===== src/emo_pkg.sv =====
package emo_pkg;

  localparam int unsigned DATA_W  = 8;
  localparam int unsigned ADDR_W  = 12;
  localparam int unsigned BIT_W   = 3;
  localparam int unsigned OP_W    = 5;

  // operation codes presented by the sequencer
  localparam logic [4:0] OP_MOVE_TO_ACC          = 5'h00;
  localparam logic [4:0] OP_MOVE_TO_MEM          = 5'h01;
  localparam logic [4:0] OP_OR_TO_ACC            = 5'h02;
  localparam logic [4:0] OP_OR_TO_MEM            = 5'h03;
  localparam logic [4:0] OP_ROT_LEFT             = 5'h04;
  localparam logic [4:0] OP_ROT_LEFT_TO_ACC      = 5'h05;
  localparam logic [4:0] OP_ROT_LEFT_CARRY       = 5'h06;
  localparam logic [4:0] OP_ROT_LEFT_CARRY_ACC   = 5'h07;
  localparam logic [4:0] OP_ROT_RIGHT            = 5'h08;
  localparam logic [4:0] OP_ROT_RIGHT_TO_ACC     = 5'h09;
  localparam logic [4:0] OP_ROT_RIGHT_CARRY      = 5'h0A;
  localparam logic [4:0] OP_ROT_RIGHT_CARRY_ACC  = 5'h0B;
  localparam logic [4:0] OP_SUB_BORROW_TO_ACC    = 5'h0C;
  localparam logic [4:0] OP_SUB_BORROW_TO_MEM    = 5'h0D;
  localparam logic [4:0] OP_DEC_SKIP_ZERO        = 5'h0E;
  localparam logic [4:0] OP_DEC_SKIP_ZERO_ACC    = 5'h0F;
  localparam logic [4:0] OP_SET_ONES             = 5'h10;
  localparam logic [4:0] OP_SET_BIT              = 5'h11;
  localparam logic [4:0] OP_INC_SKIP_ZERO        = 5'h12;
  localparam logic [4:0] OP_INC_SKIP_ZERO_ACC    = 5'h13;
  localparam logic [4:0] OP_SKIP_BIT_NONZERO     = 5'h14;
  localparam logic [4:0] OP_SKIP_NONZERO         = 5'h15;
  localparam logic [4:0] OP_SUB_TO_ACC           = 5'h16;
  localparam logic [4:0] OP_SUB_TO_MEM           = 5'h17;
  localparam logic [4:0] OP_NIBBLE_EXCHANGE      = 5'h18;

  // status flag vector positions
  localparam int unsigned FLAG_W      = 6;
  localparam int unsigned FLG_CARRY   = 0;
  localparam int unsigned FLG_AUX     = 1;
  localparam int unsigned FLG_ZERO    = 2;
  localparam int unsigned FLG_OVF     = 3;
  localparam int unsigned FLG_SZERO   = 4;
  localparam int unsigned FLG_CZERO   = 5;

  localparam logic [7:0] ACC_RST      = 8'h00;
  localparam logic [5:0] FLAGS_RST    = 6'h00;
  localparam logic [7:0] BYTE_ZERO    = 8'h00;
  localparam logic [7:0] BYTE_ONES    = 8'hFF;
  localparam logic [7:0] BYTE_ONE     = 8'h01;
  localparam int unsigned MSB         = 7;
  localparam int unsigned NIB_HI      = 4;
  localparam int unsigned NIB_LO_TOP  = 3;

  typedef enum logic [1:0] {
    EMO_IDLE  = 2'b00,
    EMO_EXEC  = 2'b01,
    EMO_WBACK = 2'b11,
    EMO_DUMMY = 2'b10
  } emo_state_e;

endpackage


===== src/emo_datapath.sv =====
// Decided for this implementation: the strobed register port and the placing of the registers.
`timescale 1ns/1ps
`default_nettype none

module emo_datapath (
  input  wire logic                        i_ref_clk,
  input  wire logic                        i_sys_rst,
  input  wire logic                        i_clk_en,
  input  wire logic                        i_start,
  input  wire logic [emo_pkg::OP_W-1:0]    i_op,
  input  wire logic [emo_pkg::ADDR_W-1:0]  i_addr,
  input  wire logic [emo_pkg::BIT_W-1:0]   i_bit_sel,
  input  wire logic [emo_pkg::DATA_W-1:0]  i_mem_rdata,
  output logic                             o_mem_rd,
  output logic                             o_mem_wr,
  output logic      [emo_pkg::ADDR_W-1:0]  o_mem_addr,
  output logic      [emo_pkg::DATA_W-1:0]  o_mem_wdata,
  output logic      [emo_pkg::DATA_W-1:0]  o_accumulator,
  output logic      [emo_pkg::FLAG_W-1:0]  o_flags,
  output logic                             o_busy,
  output logic                             o_done,
  output logic                             o_skip,
  output logic                             o_dummy
);

  // ---------------------------------------------------------------
  // local names for the reset values of the captured command fields and write data, and the low bit index
  // ---------------------------------------------------------------
  localparam logic [emo_pkg::OP_W-1:0]   OP_RST   = emo_pkg::OP_MOVE_TO_ACC;
  localparam logic [emo_pkg::ADDR_W-1:0] ADDR_RST = '0;
  localparam logic [emo_pkg::BIT_W-1:0]  BIT_RST  = '0;
  localparam logic [emo_pkg::DATA_W-1:0] DATA_RST = emo_pkg::BYTE_ZERO;
  localparam int unsigned                LSB      = 0;

  // ---------------------------------------------------------------
  // decode helpers
  // ---------------------------------------------------------------

  // true for every operation that puts a result back into data memory
  function automatic logic op_writes_mem(input logic [emo_pkg::OP_W-1:0] op);
    logic hit;
    hit = 1'h0;
    case (op)
      emo_pkg::OP_MOVE_TO_MEM,
      emo_pkg::OP_OR_TO_MEM,
      emo_pkg::OP_ROT_LEFT,
      emo_pkg::OP_ROT_LEFT_CARRY,
      emo_pkg::OP_ROT_RIGHT,
      emo_pkg::OP_ROT_RIGHT_CARRY,
      emo_pkg::OP_SUB_BORROW_TO_MEM,
      emo_pkg::OP_DEC_SKIP_ZERO,
      emo_pkg::OP_SET_ONES,
      emo_pkg::OP_SET_BIT,
      emo_pkg::OP_INC_SKIP_ZERO,
      emo_pkg::OP_SKIP_NONZERO,
      emo_pkg::OP_SUB_TO_MEM,
      emo_pkg::OP_NIBBLE_EXCHANGE: begin
        hit = 1'h1;
      end
      default: begin
        hit = 1'h0;
      end
    endcase
    return hit;
  endfunction

  // true for the two subtract forms that take the inverted carry as borrow
  function automatic logic op_uses_borrow(input logic [emo_pkg::OP_W-1:0] op);
    logic hit;
    hit = (op == emo_pkg::OP_SUB_BORROW_TO_ACC) || (op == emo_pkg::OP_SUB_BORROW_TO_MEM);
    return hit;
  endfunction

  // true for any of the four subtract forms
  function automatic logic op_is_sub(input logic [emo_pkg::OP_W-1:0] op);
    logic hit;
    hit = op_uses_borrow(op) || (op == emo_pkg::OP_SUB_TO_ACC) || (op == emo_pkg::OP_SUB_TO_MEM);
    return hit;
  endfunction

  // ---------------------------------------------------------------
  // state
  // ---------------------------------------------------------------

  // control group: sequence state and the captured command
  emo_pkg::emo_state_e                state_r;
  emo_pkg::emo_state_e                state_nxt;
  logic [emo_pkg::OP_W-1:0]           op_r;
  logic [emo_pkg::OP_W-1:0]           op_nxt;
  logic [emo_pkg::ADDR_W-1:0]         addr_r;
  logic [emo_pkg::ADDR_W-1:0]         addr_nxt;
  logic [emo_pkg::BIT_W-1:0]          bit_r;
  logic [emo_pkg::BIT_W-1:0]          bit_nxt;

  // datapath group: architectural results and the pending write
  logic [emo_pkg::DATA_W-1:0]         acc_r;
  logic [emo_pkg::DATA_W-1:0]         acc_nxt;
  logic [emo_pkg::FLAG_W-1:0]         flags_r;
  logic [emo_pkg::FLAG_W-1:0]         flags_nxt;
  logic [emo_pkg::DATA_W-1:0]         wdata_r;
  logic [emo_pkg::DATA_W-1:0]         wdata_nxt;
  logic                               wr_r;
  logic                               wr_nxt;
  logic                               skip_r;
  logic                               skip_nxt;

  // combinational helpers
  logic [emo_pkg::DATA_W-1:0]         result;
  logic [emo_pkg::DATA_W-1:0]         bit_mask;
  logic                               borrow_in;
  logic [emo_pkg::DATA_W:0]           sub_full;
  logic [emo_pkg::NIB_HI:0]           sub_low;
  logic [emo_pkg::DATA_W-1:0]         sub_res;
  logic                               sub_carry;
  logic                               sub_aux;
  logic                               sub_ovf;
  logic                               sub_zero;
  logic                               sub_chain;
  logic [emo_pkg::FLAG_W-1:0]         sub_flags;
  logic [emo_pkg::DATA_W-1:0]         or_res;
  logic [emo_pkg::DATA_W-1:0]         dec_res;
  logic [emo_pkg::DATA_W-1:0]         inc_res;
  logic [emo_pkg::DATA_W-1:0]         rol_res;
  logic [emo_pkg::DATA_W-1:0]         rolc_res;
  logic [emo_pkg::DATA_W-1:0]         ror_res;
  logic [emo_pkg::DATA_W-1:0]         rorc_res;
  logic [emo_pkg::DATA_W-1:0]         swap_res;
  logic                               carry_in;

  // ---------------------------------------------------------------
  // control sequence: idle, execute, write back, optional dummy
  // ---------------------------------------------------------------

  // next state and command capture; the memory read is issued with the start
  always_comb begin
    state_nxt = state_r;
    op_nxt    = op_r;
    addr_nxt  = addr_r;
    bit_nxt   = bit_r;
    case (state_r)
      emo_pkg::EMO_IDLE: begin
        if (i_start) begin
          state_nxt = emo_pkg::EMO_EXEC;
          op_nxt    = i_op;
          addr_nxt  = i_addr;
          bit_nxt   = i_bit_sel;
        end
      end
      emo_pkg::EMO_EXEC: begin
        state_nxt = emo_pkg::EMO_WBACK;
      end
      emo_pkg::EMO_WBACK: begin
        // a taken skip costs one extra dummy cycle
        if (skip_r) begin
          state_nxt = emo_pkg::EMO_DUMMY;
        end else begin
          state_nxt = emo_pkg::EMO_IDLE;
        end
      end
      emo_pkg::EMO_DUMMY: begin
        state_nxt = emo_pkg::EMO_IDLE;
      end
      default: begin
        state_nxt = emo_pkg::EMO_IDLE;
      end
    endcase
  end

  // control registers; clock enable low freezes everything
  always_ff @(posedge i_ref_clk or posedge i_sys_rst) begin
    if (i_sys_rst) begin
      state_r <= emo_pkg::EMO_IDLE;
      op_r    <= OP_RST;
      addr_r  <= ADDR_RST;
      bit_r   <= BIT_RST;
    end else if (i_clk_en) begin
      state_r <= state_nxt;
      op_r    <= op_nxt;
      addr_r  <= addr_nxt;
      bit_r   <= bit_nxt;
    end
  end

  // ---------------------------------------------------------------
  // operand arithmetic
  // ---------------------------------------------------------------

  // one-hot mask of the selected bit for the bit-set form
  for (genvar g = 0; g < emo_pkg::DATA_W; g++) begin : g_mask
    assign bit_mask[g] = (bit_r == (emo_pkg::BIT_W)'(g));
  end

  // subtraction with optional borrow from the inverted carry
  assign borrow_in = op_uses_borrow(op_r) ? ~flags_r[emo_pkg::FLG_CARRY] : 1'h0;
  assign sub_full  = {1'h0, acc_r} - {1'h0, i_mem_rdata} - {{emo_pkg::DATA_W{1'h0}}, borrow_in};
  assign sub_low   = {1'h0, acc_r[emo_pkg::NIB_LO_TOP:LSB]} - {1'h0, i_mem_rdata[emo_pkg::NIB_LO_TOP:LSB]}
                   - {{emo_pkg::NIB_HI{1'h0}}, borrow_in};
  assign sub_res   = sub_full[emo_pkg::MSB:LSB];

  // carry is set when no borrow left the top, cleared on a negative result
  assign sub_carry = ~sub_full[emo_pkg::DATA_W];
  assign sub_aux   = ~sub_low[emo_pkg::NIB_HI];
  assign sub_ovf   = (acc_r[emo_pkg::MSB] != i_mem_rdata[emo_pkg::MSB]) && (sub_res[emo_pkg::MSB] != acc_r[emo_pkg::MSB]);
  assign sub_zero  = (sub_res == emo_pkg::BYTE_ZERO);

  // chained zero keeps a multi-byte zero test alive across borrow forms
  assign sub_chain = op_uses_borrow(op_r) ? (sub_zero && flags_r[emo_pkg::FLG_CZERO]) : sub_zero;

  // the six flags written by every subtract form; signed zero is sign xor overflow
  always_comb begin
    sub_flags                     = flags_r;
    sub_flags[emo_pkg::FLG_CARRY] = sub_carry;
    sub_flags[emo_pkg::FLG_AUX]   = sub_aux;
    sub_flags[emo_pkg::FLG_ZERO]  = sub_zero;
    sub_flags[emo_pkg::FLG_OVF]   = sub_ovf;
    sub_flags[emo_pkg::FLG_SZERO] = sub_ovf ^ sub_res[emo_pkg::MSB];
    sub_flags[emo_pkg::FLG_CZERO] = sub_chain;
  end

  // logic, step and rotate results of the fetched byte
  assign carry_in = flags_r[emo_pkg::FLG_CARRY];
  assign or_res   = acc_r | i_mem_rdata;
  assign dec_res  = i_mem_rdata - emo_pkg::BYTE_ONE;
  assign inc_res  = i_mem_rdata + emo_pkg::BYTE_ONE;
  assign rol_res  = {i_mem_rdata[emo_pkg::MSB-1:LSB], i_mem_rdata[emo_pkg::MSB]};
  assign rolc_res = {i_mem_rdata[emo_pkg::MSB-1:LSB], carry_in};
  assign ror_res  = {i_mem_rdata[LSB], i_mem_rdata[emo_pkg::MSB:LSB+1]};
  assign rorc_res = {carry_in, i_mem_rdata[emo_pkg::MSB:LSB+1]};
  assign swap_res = {i_mem_rdata[emo_pkg::NIB_LO_TOP:LSB], i_mem_rdata[emo_pkg::MSB:emo_pkg::NIB_HI]};

  // ---------------------------------------------------------------
  // execute: results, flags, skip decision and write request
  // ---------------------------------------------------------------

  // unlisted flags are left as they were because flags_nxt starts from flags_r
  always_comb begin
    acc_nxt   = acc_r;
    flags_nxt = flags_r;
    wdata_nxt = wdata_r;
    wr_nxt    = 1'h0;
    skip_nxt  = skip_r;
    result    = i_mem_rdata;
    if (state_r == emo_pkg::EMO_EXEC) begin
      skip_nxt = 1'h0;
      case (op_r)
        emo_pkg::OP_MOVE_TO_ACC: begin
          acc_nxt = i_mem_rdata;
        end
        emo_pkg::OP_MOVE_TO_MEM: begin
          result = acc_r;
        end
        emo_pkg::OP_OR_TO_ACC: begin
          acc_nxt                      = or_res;
          flags_nxt[emo_pkg::FLG_ZERO] = (or_res == emo_pkg::BYTE_ZERO);
        end
        emo_pkg::OP_OR_TO_MEM: begin
          result                       = or_res;
          flags_nxt[emo_pkg::FLG_ZERO] = (or_res == emo_pkg::BYTE_ZERO);
        end
        emo_pkg::OP_ROT_LEFT: begin
          result = rol_res;
        end
        emo_pkg::OP_ROT_LEFT_TO_ACC: begin
          acc_nxt = rol_res;
        end
        emo_pkg::OP_ROT_LEFT_CARRY: begin
          result                        = rolc_res;
          flags_nxt[emo_pkg::FLG_CARRY] = i_mem_rdata[emo_pkg::MSB];
        end
        emo_pkg::OP_ROT_LEFT_CARRY_ACC: begin
          acc_nxt                       = rolc_res;
          flags_nxt[emo_pkg::FLG_CARRY] = i_mem_rdata[emo_pkg::MSB];
        end
        emo_pkg::OP_ROT_RIGHT: begin
          result = ror_res;
        end
        emo_pkg::OP_ROT_RIGHT_TO_ACC: begin
          acc_nxt = ror_res;
        end
        emo_pkg::OP_ROT_RIGHT_CARRY: begin
          result                        = rorc_res;
          flags_nxt[emo_pkg::FLG_CARRY] = i_mem_rdata[LSB];
        end
        emo_pkg::OP_ROT_RIGHT_CARRY_ACC: begin
          acc_nxt                       = rorc_res;
          flags_nxt[emo_pkg::FLG_CARRY] = i_mem_rdata[LSB];
        end
        emo_pkg::OP_SUB_BORROW_TO_ACC,
        emo_pkg::OP_SUB_TO_ACC: begin
          acc_nxt   = sub_res;
          flags_nxt = sub_flags;
        end
        emo_pkg::OP_SUB_BORROW_TO_MEM,
        emo_pkg::OP_SUB_TO_MEM: begin
          result    = sub_res;
          flags_nxt = sub_flags;
        end
        emo_pkg::OP_DEC_SKIP_ZERO: begin
          result   = dec_res;
          skip_nxt = (dec_res == emo_pkg::BYTE_ZERO);
        end
        emo_pkg::OP_DEC_SKIP_ZERO_ACC: begin
          acc_nxt  = dec_res;
          skip_nxt = (dec_res == emo_pkg::BYTE_ZERO);
        end
        emo_pkg::OP_SET_ONES: begin
          result = emo_pkg::BYTE_ONES;
        end
        emo_pkg::OP_SET_BIT: begin
          result = i_mem_rdata | bit_mask;
        end
        emo_pkg::OP_INC_SKIP_ZERO: begin
          result   = inc_res;
          skip_nxt = (inc_res == emo_pkg::BYTE_ZERO);
        end
        emo_pkg::OP_INC_SKIP_ZERO_ACC: begin
          acc_nxt  = inc_res;
          skip_nxt = (inc_res == emo_pkg::BYTE_ZERO);
        end
        emo_pkg::OP_SKIP_BIT_NONZERO: begin
          skip_nxt = i_mem_rdata[bit_r];
        end
        emo_pkg::OP_SKIP_NONZERO: begin
          result   = i_mem_rdata;
          skip_nxt = (i_mem_rdata != emo_pkg::BYTE_ZERO);
        end
        emo_pkg::OP_NIBBLE_EXCHANGE: begin
          result = swap_res;
        end
        default: begin
          result = i_mem_rdata;
        end
      endcase
      // accumulator forms never request a memory write
      wr_nxt    = op_writes_mem(op_r);
      wdata_nxt = result;
    end
  end

  // datapath registers; sub flags never touch them outside execute
  always_ff @(posedge i_ref_clk or posedge i_sys_rst) begin
    if (i_sys_rst) begin
      acc_r   <= emo_pkg::ACC_RST;
      flags_r <= emo_pkg::FLAGS_RST;
      wdata_r <= DATA_RST;
      wr_r    <= 1'h0;
      skip_r  <= 1'h0;
    end else if (i_clk_en) begin
      acc_r   <= acc_nxt;
      flags_r <= flags_nxt;
      wdata_r <= wdata_nxt;
      wr_r    <= wr_nxt;
      skip_r  <= skip_nxt;
    end
  end

  // ---------------------------------------------------------------
  // outputs
  // ---------------------------------------------------------------

  // memory strobes; the read goes out with the accepted start
  assign o_mem_rd    = i_clk_en && (state_r == emo_pkg::EMO_IDLE) && i_start;
  assign o_mem_wr    = i_clk_en && wr_r && (state_r == emo_pkg::EMO_WBACK);
  assign o_mem_addr  = (state_r == emo_pkg::EMO_IDLE) ? i_addr : addr_r;
  assign o_mem_wdata = wdata_r;

  // architectural state straight from the registers
  assign o_accumulator = acc_r;
  assign o_flags       = flags_r;

  // sequencer handshake: busy while working, done in the last cycle
  assign o_busy  = (state_r != emo_pkg::EMO_IDLE);
  assign o_done  = ((state_r == emo_pkg::EMO_WBACK) && !skip_r) || (state_r == emo_pkg::EMO_DUMMY);
  assign o_skip  = skip_r && ((state_r == emo_pkg::EMO_WBACK) || (state_r == emo_pkg::EMO_DUMMY));
  assign o_dummy = (state_r == emo_pkg::EMO_DUMMY);

  // the next instruction is fetched by the sequencer during the dummy cycle;
  // without a skip it simply proceeds after write back
  // note: a start raised while busy is ignored until the block is idle again

endmodule

`default_nettype wire


===== config.mk =====
export PLATFORM = sky130hd
export DESIGN_NAME = emo_datapath
export DESIGN_NICKNAME = d
export VERILOG_FILES = /design/src/emo_pkg.sv /design/src/emo_datapath.sv
export SDC_FILE = /design/constraint.sdc
export NUM_CORES = 1
export LEC_CHECK = 0
export ABC_AREA = 1
export BUFFER_PORTS_ARGS = -buffer_cell sky130_fd_sc_hd__buf_4
export CELL_PAD_IN_SITES_DETAIL_PLACEMENT = 0
export CELL_PAD_IN_SITES_GLOBAL_PLACEMENT = 1
export CORE_ASPECT_RATIO = 1.4
export CORE_MARGIN = 2
export CORE_UTILIZATION = 43
export CTS_CLUSTER_DIAMETER = 120
export DETAILED_ROUTE_END_ITERATION = 10
export PLACE_DENSITY = 0.95
export SLEW_MARGIN = 20
export SYNTH_ARGS = -nofsm -noshare
export SYNTH_HDL_FRONTEND = slang
export SYNTH_SLANG_ARGS = --single-unit

===== constraint.sdc =====
create_clock -name i_ref_clk -period 6.9 [get_ports i_ref_clk]
set_clock_uncertainty 0.2 [all_clocks]
set_input_delay 1.725 -clock i_ref_clk [delete_from_list [all_inputs] [get_ports i_ref_clk]]
set_output_delay 1.725 -clock i_ref_clk [all_outputs]
set_load 0.02 [all_outputs]

### Yosys cells after proc, flatten, opt, wreduce, memory -nomap -nowiden

Memory sizes are Yosys's and may differ from the RTL's.
Index checks and enable logic that the tools add are counted.

* multipliers: 0
* reduce and logical (&&, ||, !) cells: 39
* divide/modulo/power cells: 0
* mux-type cells: 14
* bitwise logic cells: 6
* $lt $le $gt $ge: 1
* equal/unequal tests: 37
* shift operators: 0
* add/subtract/negate cells: 6

Operators by type and width (number)
* one-hot mux 8 bit (12 select lines): 1
* one-hot mux 8 bit (9 select lines): 1
* equality test 5 bit, second input constant: 9
* equality test 5 x 4 -> 1 bit, second input constant: 8
* logical NOT 8 bit: 4
* equality test 5 x 3 -> 1 bit, second input constant: 4
* OR 8 bit: 2
* AND reduction 3 bit: 5
* OR reduction 2 bit: 7
* equality test 3 bit, second input constant: 4
* two-way mux 12 bit: 1
* equality test 5 x 2 -> 1 bit, second input constant: 2
* nonzero test 9 bit: 1
* subtractor 8 x 8 -> 9 bit: 1
* subtractor 9 x 1 -> 9 bit: 1
* adder 8 x 1 -> 8 bit, second input constant: 1
* logical AND 1 bit: 8
* one-hot mux 2 bit (4 select lines): 1
* nonzero test 8 bit: 1
* subtractor 8 x 1 -> 8 bit, second input constant: 1
* equality test 3 x 2 -> 1 bit, second input constant: 2
* equality test 5 x 1 -> 1 bit, second input constant: 1
* logical NOT 5 bit: 1
* subtractor 4 x 4 -> 5 bit: 1
* other kinds (23): 35

* bits of input ports: 32
* logic and storage cells: 115
* memory bits (read-only): 32
* memories kept: 1
* output and inout bits: 40
* bits in registers: 46
* bits in writable memories: 0
* latch bits: 0

Memories
* (name not given): words 32, bits a word 1, read ports 1, clocked after memory_dff 0, wr ports 0, RTL line emo_datapath.sv:43 `case (op)`

### Logic depth before layout (Yosys ltp)

Gate-level depths: netlist of run 1.

* depth in word-level cells: 7
* depth in mapped cells: 22
* depth with buffers taken out: 22

### Worst setup path before layout of run 1

Ideal clock, no wire load.

* path kind: input-to-reg
* start: in i_mem_rdata[0] (netlist bit)
* end: reg flags_r (netlist bit o_flags[5])
* setup time: 0.084 ns
* data required time: 6.616 ns
* arrival: 4.330 ns
* path slack: 2.286 ns
* cell stages on the path: 14
* path through: buf_2 -> clkinv_1 -> fa_1 -> inv_1 -> ha_1 -> or2_2 -> fa_1 -> xor2_1 -> nand2_1 -> nor2_1 -> nand3_1 -> nor2_1 -> nand2_1 -> a21boi_0

* word-level cells in the longest chain between the ends: 5

RTL lines
* from (decl): RTL line emo_datapath.sv:13 `input wire logic [emo_pkg::DATA_W-1:0] i_mem_rdata,`
* subtractor 8 x 8 -> 9 bit *: RTL line emo_datapath.sv:195 `assign sub_full = {1'h0, acc_r} - {1'h0, i_mem_rdata} - {{emo_pkg::DATA_W{1'h0}}, borrow_in};`
* subtractor 9 x 1 -> 9 bit *: RTL line emo_datapath.sv:195
* logical NOT 8 bit *: RTL line emo_datapath.sv:204 `assign sub_zero = (sub_res == emo_pkg::BYTE_ZERO);`
* logical AND 1 bit: RTL line emo_datapath.sv:207 `assign sub_chain = op_uses_borrow(op_r) ? (sub_zero && flags_r[emo_pkg::FLG_CZERO]) : sub_zero;`
* two-way mux 1 bit *: RTL line emo_datapath.sv:207
* to (signal assigned): RTL line emo_datapath.sv:344 `flags_r <= emo_pkg::FLAGS_RST;`
* to (signal assigned): RTL line emo_datapath.sv:350 `flags_r <= flags_nxt;`
* to (decl): RTL line emo_datapath.sv:98 `logic [emo_pkg::FLAG_W-1:0] flags_r;`

Mark *: on every way between the ends. The rest lies on a longest branch, timed or not.
A chain may end at the register's enable or synchronous reset.

### Worst setup path in the final report of run 1

* start: in i_clk_en
* end: out o_mem_rd

* word-level cells in the longest chain between the ends: 2

RTL lines
* from (decl): RTL line emo_datapath.sv:8 `input wire logic i_clk_en,`
* logical AND 1 bit (2 in a row): RTL line emo_datapath.sv:362 `assign o_mem_rd = i_clk_en && (state_r == emo_pkg::EMO_IDLE) && i_start;`
* to (decl): RTL line emo_datapath.sv:14 `output logic o_mem_rd,`

Every way passes these cells.

==> flow_summary.toml, run 1 <==
[timing]
fin_ws_ns = 2.04
tns_ns = 0
period_needed_ns = 4.86
hold_violations = 0
fmax_mhz = 206
drv_slew = 0
setup_violations = 0
worst_slew_pin_slew_ns = 0.967
fin_crit_sh_pct = 70.5
rsz0062_at_grt = "no"
maxSlewHeadroom_pct = 35.4

[placed_design]
io_buffers = 71
gp_congestion = 1.02
pre_cts_ws_ns = 1.78
hpwl_um = 13400
place_area_um2 = 5370
dp_cells = 999

[synthesis]
synth-seq-cells = 46
synth.most_common_cell = "nand2_1"
syn_area_um2 = 4740
synth_fp_nets = 869
yosysUniqueCellTypes = 38
yosysSeqAreaShare_pct = 24.3
synthArstFlopShare_pct = 100
synth_common_cells = "nand2_1, inv_1, nor2_1, nand3_1, o21ai_0"
synth_edf_count = 0
ys_top_cells_by_area = "dfrtp_1, nand2_1, nand3_1"
synth_warnings = 0
syn_inst = 806
synth_top_area_cell = "dfrtp_1"
synth_top_area_share_pct = 24.3
synth_ff_type = "dfrtp_1"
synth.avg_cell_area_um2 = 5.88

[critical_path]
critPathLaunch = "i_clk_en"
worstPathArrival_ns = 2.94
cp-start-kind = "input port"
cp-end-kind = "output pin"
reg2reg_depth = 19
required_ns = 4.97
reg2reg_from = "op_r[0]$_DFFE_PP0P_"
path_class = "in -> out"
cp_max_fo = 32

[global_routing]
grt_pass1_wl_um = 27300
use_met2_pct = 52.8
met1_usage_pct = 34.2
grt-ovfl-total = 0
grt_pass1_vias = 5118
grt_max_degree = 47
met3_usage_pct = 3.82
antenna_found_initial = 0
grtUsageTotal_pct = 29.8
grt_busiest_layer = "met2"

[clock_tree]
clk_pin_slew_ns = 0.08
clk_latency_ns = 0.30
cts_tree = "done"
cts_setup_buffers = 0
root_buffer = "clkbuf_16"
h-tree-depth = 2
clock_path_buffers = 2
clkSinkCount = 46
postCtsHoldBufs = 0
cts-resized-gates = 0
cts_buffers = 5

[route]
drc = 0
first_iter_violations = 425
routed_via_density = 5.33
drt-wirelength-per-cell_um = 17.2
vias = 5366
finalWirelength_um = 17300
ant_nets = 0
drt_pass1_iterations = 6

[layout]
fin_nets = 928
final_cell_area_um2 = 5520
fin_cells = 1007
syn_to_final_growth_pct = 16.4
seq_area_um2 = 1150
final_layout_size_suffix_gt1_share_pct = 12.5
diodes = 0
multi_input_area_um2 = 3120
fillers = 1230

[min_path]
whs_path_depth = 2
hp-start = "o_flags[4]$_DFFE_PP0P_"
min_path_type = "reg -> reg"

[die]
die_h_um = 128
dieArea_um2 = 11900
die_w_um = 92.7
core-area_um2 = 10800
rows = 45
start_util_pct = 43.8
num_io_pins = 72

[status]
status = "finished clean"

[power]
leakagePower_nw = 2.98
ir_worst_vdd_uv = 207
fin_total_pwr_mw = 2.40
p_per_area_nw_per_um2 = 436

[flow_run]
cap_violations = 0
cells by family after synthesis:
| logic type | count (synthesis) | share of synthesized area (%) |
|---|---|---|
| buf+inv | 123 | 10.0 |
| xor+xnor | 5 | 0.924 |
| fa+ha+maj | 31 | 8.50 |
| flops | 46 | 24.3 |
| simple gates | 485 | 42.7 |
| compound gates | 116 | 13.6 |
registers in the layout, summed over array words and instances, names as in the netlist:
name	count
addr_r	12
o_accumulator	8
o_mem_wdata	8
o_flags	6
op_r	5
bit_r	3
state_r	2
skip_r	1
wr_r	1
layout make-up:
type | instances | area share (%)
multi-input combinational | 637 | 56.5
sequential | 46 | 20.9
timing repair buffer | 71 | 9.66
inverter | 104 | 7.10
tap | 141 | 3.20
clock buffer | 5 | 2.27
clock inverter | 3 | 0.408
report_power, final:
part	leakage, nW	internal [mW]	switching [mW]
sequential	0.574	0.393	0.123
clock	0.0746	0.137	0.121
combinational	2.33	0.549	1.08
critical path, cell delays in order:
cell	delay (ns)
buf_4	0.10
nand2_1	0.07
nor2_2	0.76
buf_4	0.28
metrics by stage:
stage,utilization (%),hold WS [ns]
after floorplan,-,0.253
after global placement,49.7,0.266
after detailed placement,49.7,0.270
after CTS,51.0,0.292
after global routing,51.0,0.306
final,51.0,0.285
layer usage:
| metal | up-vias | wire length [um] |
|---|---|---|
| li1 | 2683 | - |
| met1 | 2420 | 6870 |
| met2 | 204 | 8570 |
| met3 | 59 | 853 |
| met4 | 0 | 1020 |
| met5 | - | 0 |
final timing paths:
| path | end | slack, ns |
|---|---|---|
| min in group asynchronous | addr_r[10]$_DFFE_PP0P_ | 1.37 |
| worst max register to register | o_flags[5]$_DFFE_PP0P_ | 2.64 |
| worst max-delay path | o_mem_rd | 2.04 |
| worst min register to register | o_flags[4]$_DFFE_PP0P_ | 0.28 |
| max in group asynchronous | o_mem_wdata[3]$_DFFE_PP0P_ | 4.63 |
| worst min-delay path | o_flags[4]$_DFFE_PP0P_ | 0.28 |
placed cells by master (no fill, tap or decap), types with 4 or more instances in the layout:
cell       Yosys  layout
ha_1          29      29
nand4_1        7       7
inv_2          6       6
nor3_1        10      10
or2_2          4       4
nand2_1      278     278
clkinv_1       6       6
buf_4          0      71
inv_1         92      91
a21oi_1       25      25
nor2_1        90      89
o22ai_1        5       5
clkbuf_16      0       5
nor2_2         8       9
o21ai_0       71      71
o211ai_1       4       4
dfrtp_1       46      46
nand3_1       77      77
Note: power is estimated with default switching activity, not from simulation.
==> inputs of run 2 (changes only) <==
--- a/config.mk
+++ b/config.mk
@@ -11,10 +11,10 @@
 export CELL_PAD_IN_SITES_GLOBAL_PLACEMENT = 1
 export CORE_ASPECT_RATIO = 1.4
 export CORE_MARGIN = 2
-export CORE_UTILIZATION = 43
+export CORE_UTILIZATION = 40
 export CTS_CLUSTER_DIAMETER = 120
 export DETAILED_ROUTE_END_ITERATION = 10
-export PLACE_DENSITY = 0.95
+export PLACE_DENSITY = 0.92
 export SLEW_MARGIN = 20
 export SYNTH_ARGS = -nofsm -noshare
 export SYNTH_HDL_FRONTEND = slang
==> constraint.sdc (replaced) <==
create_clock -name i_ref_clk -period 4.5 [get_ports i_ref_clk]
set_clock_uncertainty 0.2 [all_clocks]
set_input_delay 1.125 -clock i_ref_clk [delete_from_list [all_inputs] [get_ports i_ref_clk]]
set_output_delay 1.125 -clock i_ref_clk [all_outputs]
set_load 0.02 [all_outputs]
==> run 2 against run 1 <==
Utilization fell by 3.2 points. Setup slack lost 1.7 ns. Flip-flop and latch count unchanged. Global-route usage fell by 1.7 points. Clock power up 54%. Via count rose by 0.91%. Worst hold slack is essentially flat. Routed wire length shrank 0.37%. Design area up 1.4%. Sequential power increased by 53%. Count of clock-buffer cells in the layout did not move. Total power is 54% higher. Largest cell class unchanged.
==> flow_summary.toml, run 2 (synthesis results as in run 1) <==
[status]
status = "finished clean"

[critical_path]
cp-end-kind = "flip-flop"
cp-start-kind = "flip-flop"
cp_cell_sequence = "inv_1 -> ha_1 -> inv_1 -> nor2_2 -> nand2_1 -> nand2_1 -> nand2_1 -> fa_1 -> inv_1 -> ha_1 -> or2_2 -> fa_1 -> xor2_1 -> nand2_1 -> nor2_1 -> nand3_1 -> nor2_1 -> nand2_1 -> a21boi_0"
path_class = "reg -> reg"
worstPathArrival_ns = 4.13
slowest_delay_ns = 0.51
cp_max_fo = 7
required_ns = 4.52
crit_top_cell = "nand2_1"
critPathSlowestCell = "fa_1"

[global_routing]
grt_pass1_wl_um = 27400
grt_max_degree = 47
met1_usage_pct = 32.7
grtUsageTotal_pct = 28.1
grt-ovfl-total = 0
antenna_found_initial = 0
grt_pass1_vias = 5118
met3_usage_pct = 4.73
use_met2_pct = 48.8
grt_busiest_layer = "met2"

[clock_tree]
cts-resized-gates = 0
clk_pin_slew_ns = 0.08
cts_setup_buffers = 0
root_buffer = "clkbuf_16"
cts_buffers = 5
cts_tree = "done"
postCtsHoldBufs = 0
h-tree-depth = 2
clk_latency_ns = 0.30
clock_path_buffers = 2
clkSinkCount = 46

[die]
die_w_um = 96.0
dieArea_um2 = 12700
num_io_pins = 72
start_util_pct = 40.5
core-area_um2 = 11700
rows = 47
die_h_um = 133

[route]
vias = 5415
drt-wirelength-per-cell_um = 16.9
first_iter_violations = 474
routed_via_density = 5.30
finalWirelength_um = 17300
drt_pass1_iterations = 5
ant_nets = 0
drc = 0

[flow_run]
cap_violations = 0

[power]
sw_frac_of_total_pct = 55.0
p_per_area_nw_per_um2 = 661
fin_total_pwr_mw = 3.70
leakagePower_nw = 3.03
combPwrFrac_pct = 67.8
power_frac_clock_pct = 10.7
ir_worst_vdd_uv = 295
power.internal_mw = 1.66
p_switching_mw = 2.03
p_seq_share_pct = 21.4

[layout]
syn_to_final_growth_pct = 18.0
regMostFlops = "addr_r"
layout_commonest_cell = "nand2_1"
mostFrequentLayoutCells = "nand2_1, inv_1, nor2_1"
fin_nets = 937
diodes = 0
final_layout_size_suffix_gt1_share_pct = 13.4
largest_reg_flops = 12

[timing]
fin_crit_sh_pct = 91.5
setup_violations = 0
drv_slew = 0
fmax_mhz = 243
hold_violations = 0
rsz0062_at_grt = "no"
worst_slew_pin_slew_ns = 0.874
tns_ns = 0
maxSlewHeadroom_pct = 41.5
period_needed_ns = 4.12

[placed_design]
hpwl_um = 13300
io_buffers = 71
gp_congestion = 1.03

[min_path]
min_path_type = "reg -> reg"
[run 2: metrics by stage]
stage               utilization [%]  cells  worst slack [ns]  hold slack [ns]  area (um^2)
floorplan                         -    806             0.486            0.253         4740
global placement               46.5   1014             0.535            0.266         5440
detailed placement             46.5   1014             0.435            0.269         5440
CTS                            47.8   1022             0.425            0.289         5590
global route                   47.8   1022            0.0646            0.319         5590
finish                         47.8   1022             0.383            0.285         5590
[run 2: power by group through the flow]
stage / combinational [mW] / clock (mW) / sequential, mW
6_report: 2.51 / 0.397 / 0.792
3_5_place_dp: 2.48 / 0 / 0.800
3_3_place_gp: 2.47 / 0 / 0.798
2_1_floorplan: 1.65 / 0 / 0.838
5_1_grt: 2.81 / 0.420 / 0.828
4_1_cts: 2.49 / 0.399 / 0.796
[run 2: worst max-delay path: cells and delay by family (launching register included)]
family | cells | cell delay [ns]
compound gates | 1 | 0.19
xor+xnor | 1 | 0.20
flops | 1 | 0.44
buf+inv | 3 | 0.28
simple gates | 10 | 1.40
fa+ha+maj | 4 | 1.33
[run 2: routing by layer]
metal	vias up	part of all wire [%]
met5	-	0
met4	0	5.8
met3	82	5.9
met2	233	50
met1	2400	39
li1	2700	-
[run 2: path summary, 6_finish.rpt]
path | slack, ns | start | cells after the start | end
hold / removal | 0.29 | o_flags[4]$_DFFE_PP0P_ | 2 | o_flags[4]$_DFFE_PP0P_
min in group asynchronous | 0.77 | i_sys_rst | 2 | bit_r[2]$_DFFE_PP0P_
max in group asynchronous | 2.83 | i_sys_rst | 2 | o_accumulator[5]$_DFFE_PP0P_
setup reg to reg | 0.38 | op_r[0]$_DFFE_PP0P_ | 19 | o_flags[5]$_DFFE_PP0P_
setup / recovery | 0.38 | op_r[0]$_DFFE_PP0P_ | 19 | o_flags[5]$_DFFE_PP0P_
hold reg to reg | 0.29 | o_flags[4]$_DFFE_PP0P_ | 2 | o_flags[4]$_DFFE_PP0P_
[run 2: layout make-up]
type	count	area [um^2]
tap	147	184
inverter	104	392
multi-input combinational	637	3120
clock buffer	5	125
timing repair buffer	80	601
clock inverter	3	22.5
sequential	46	1150
fill	1296	6110
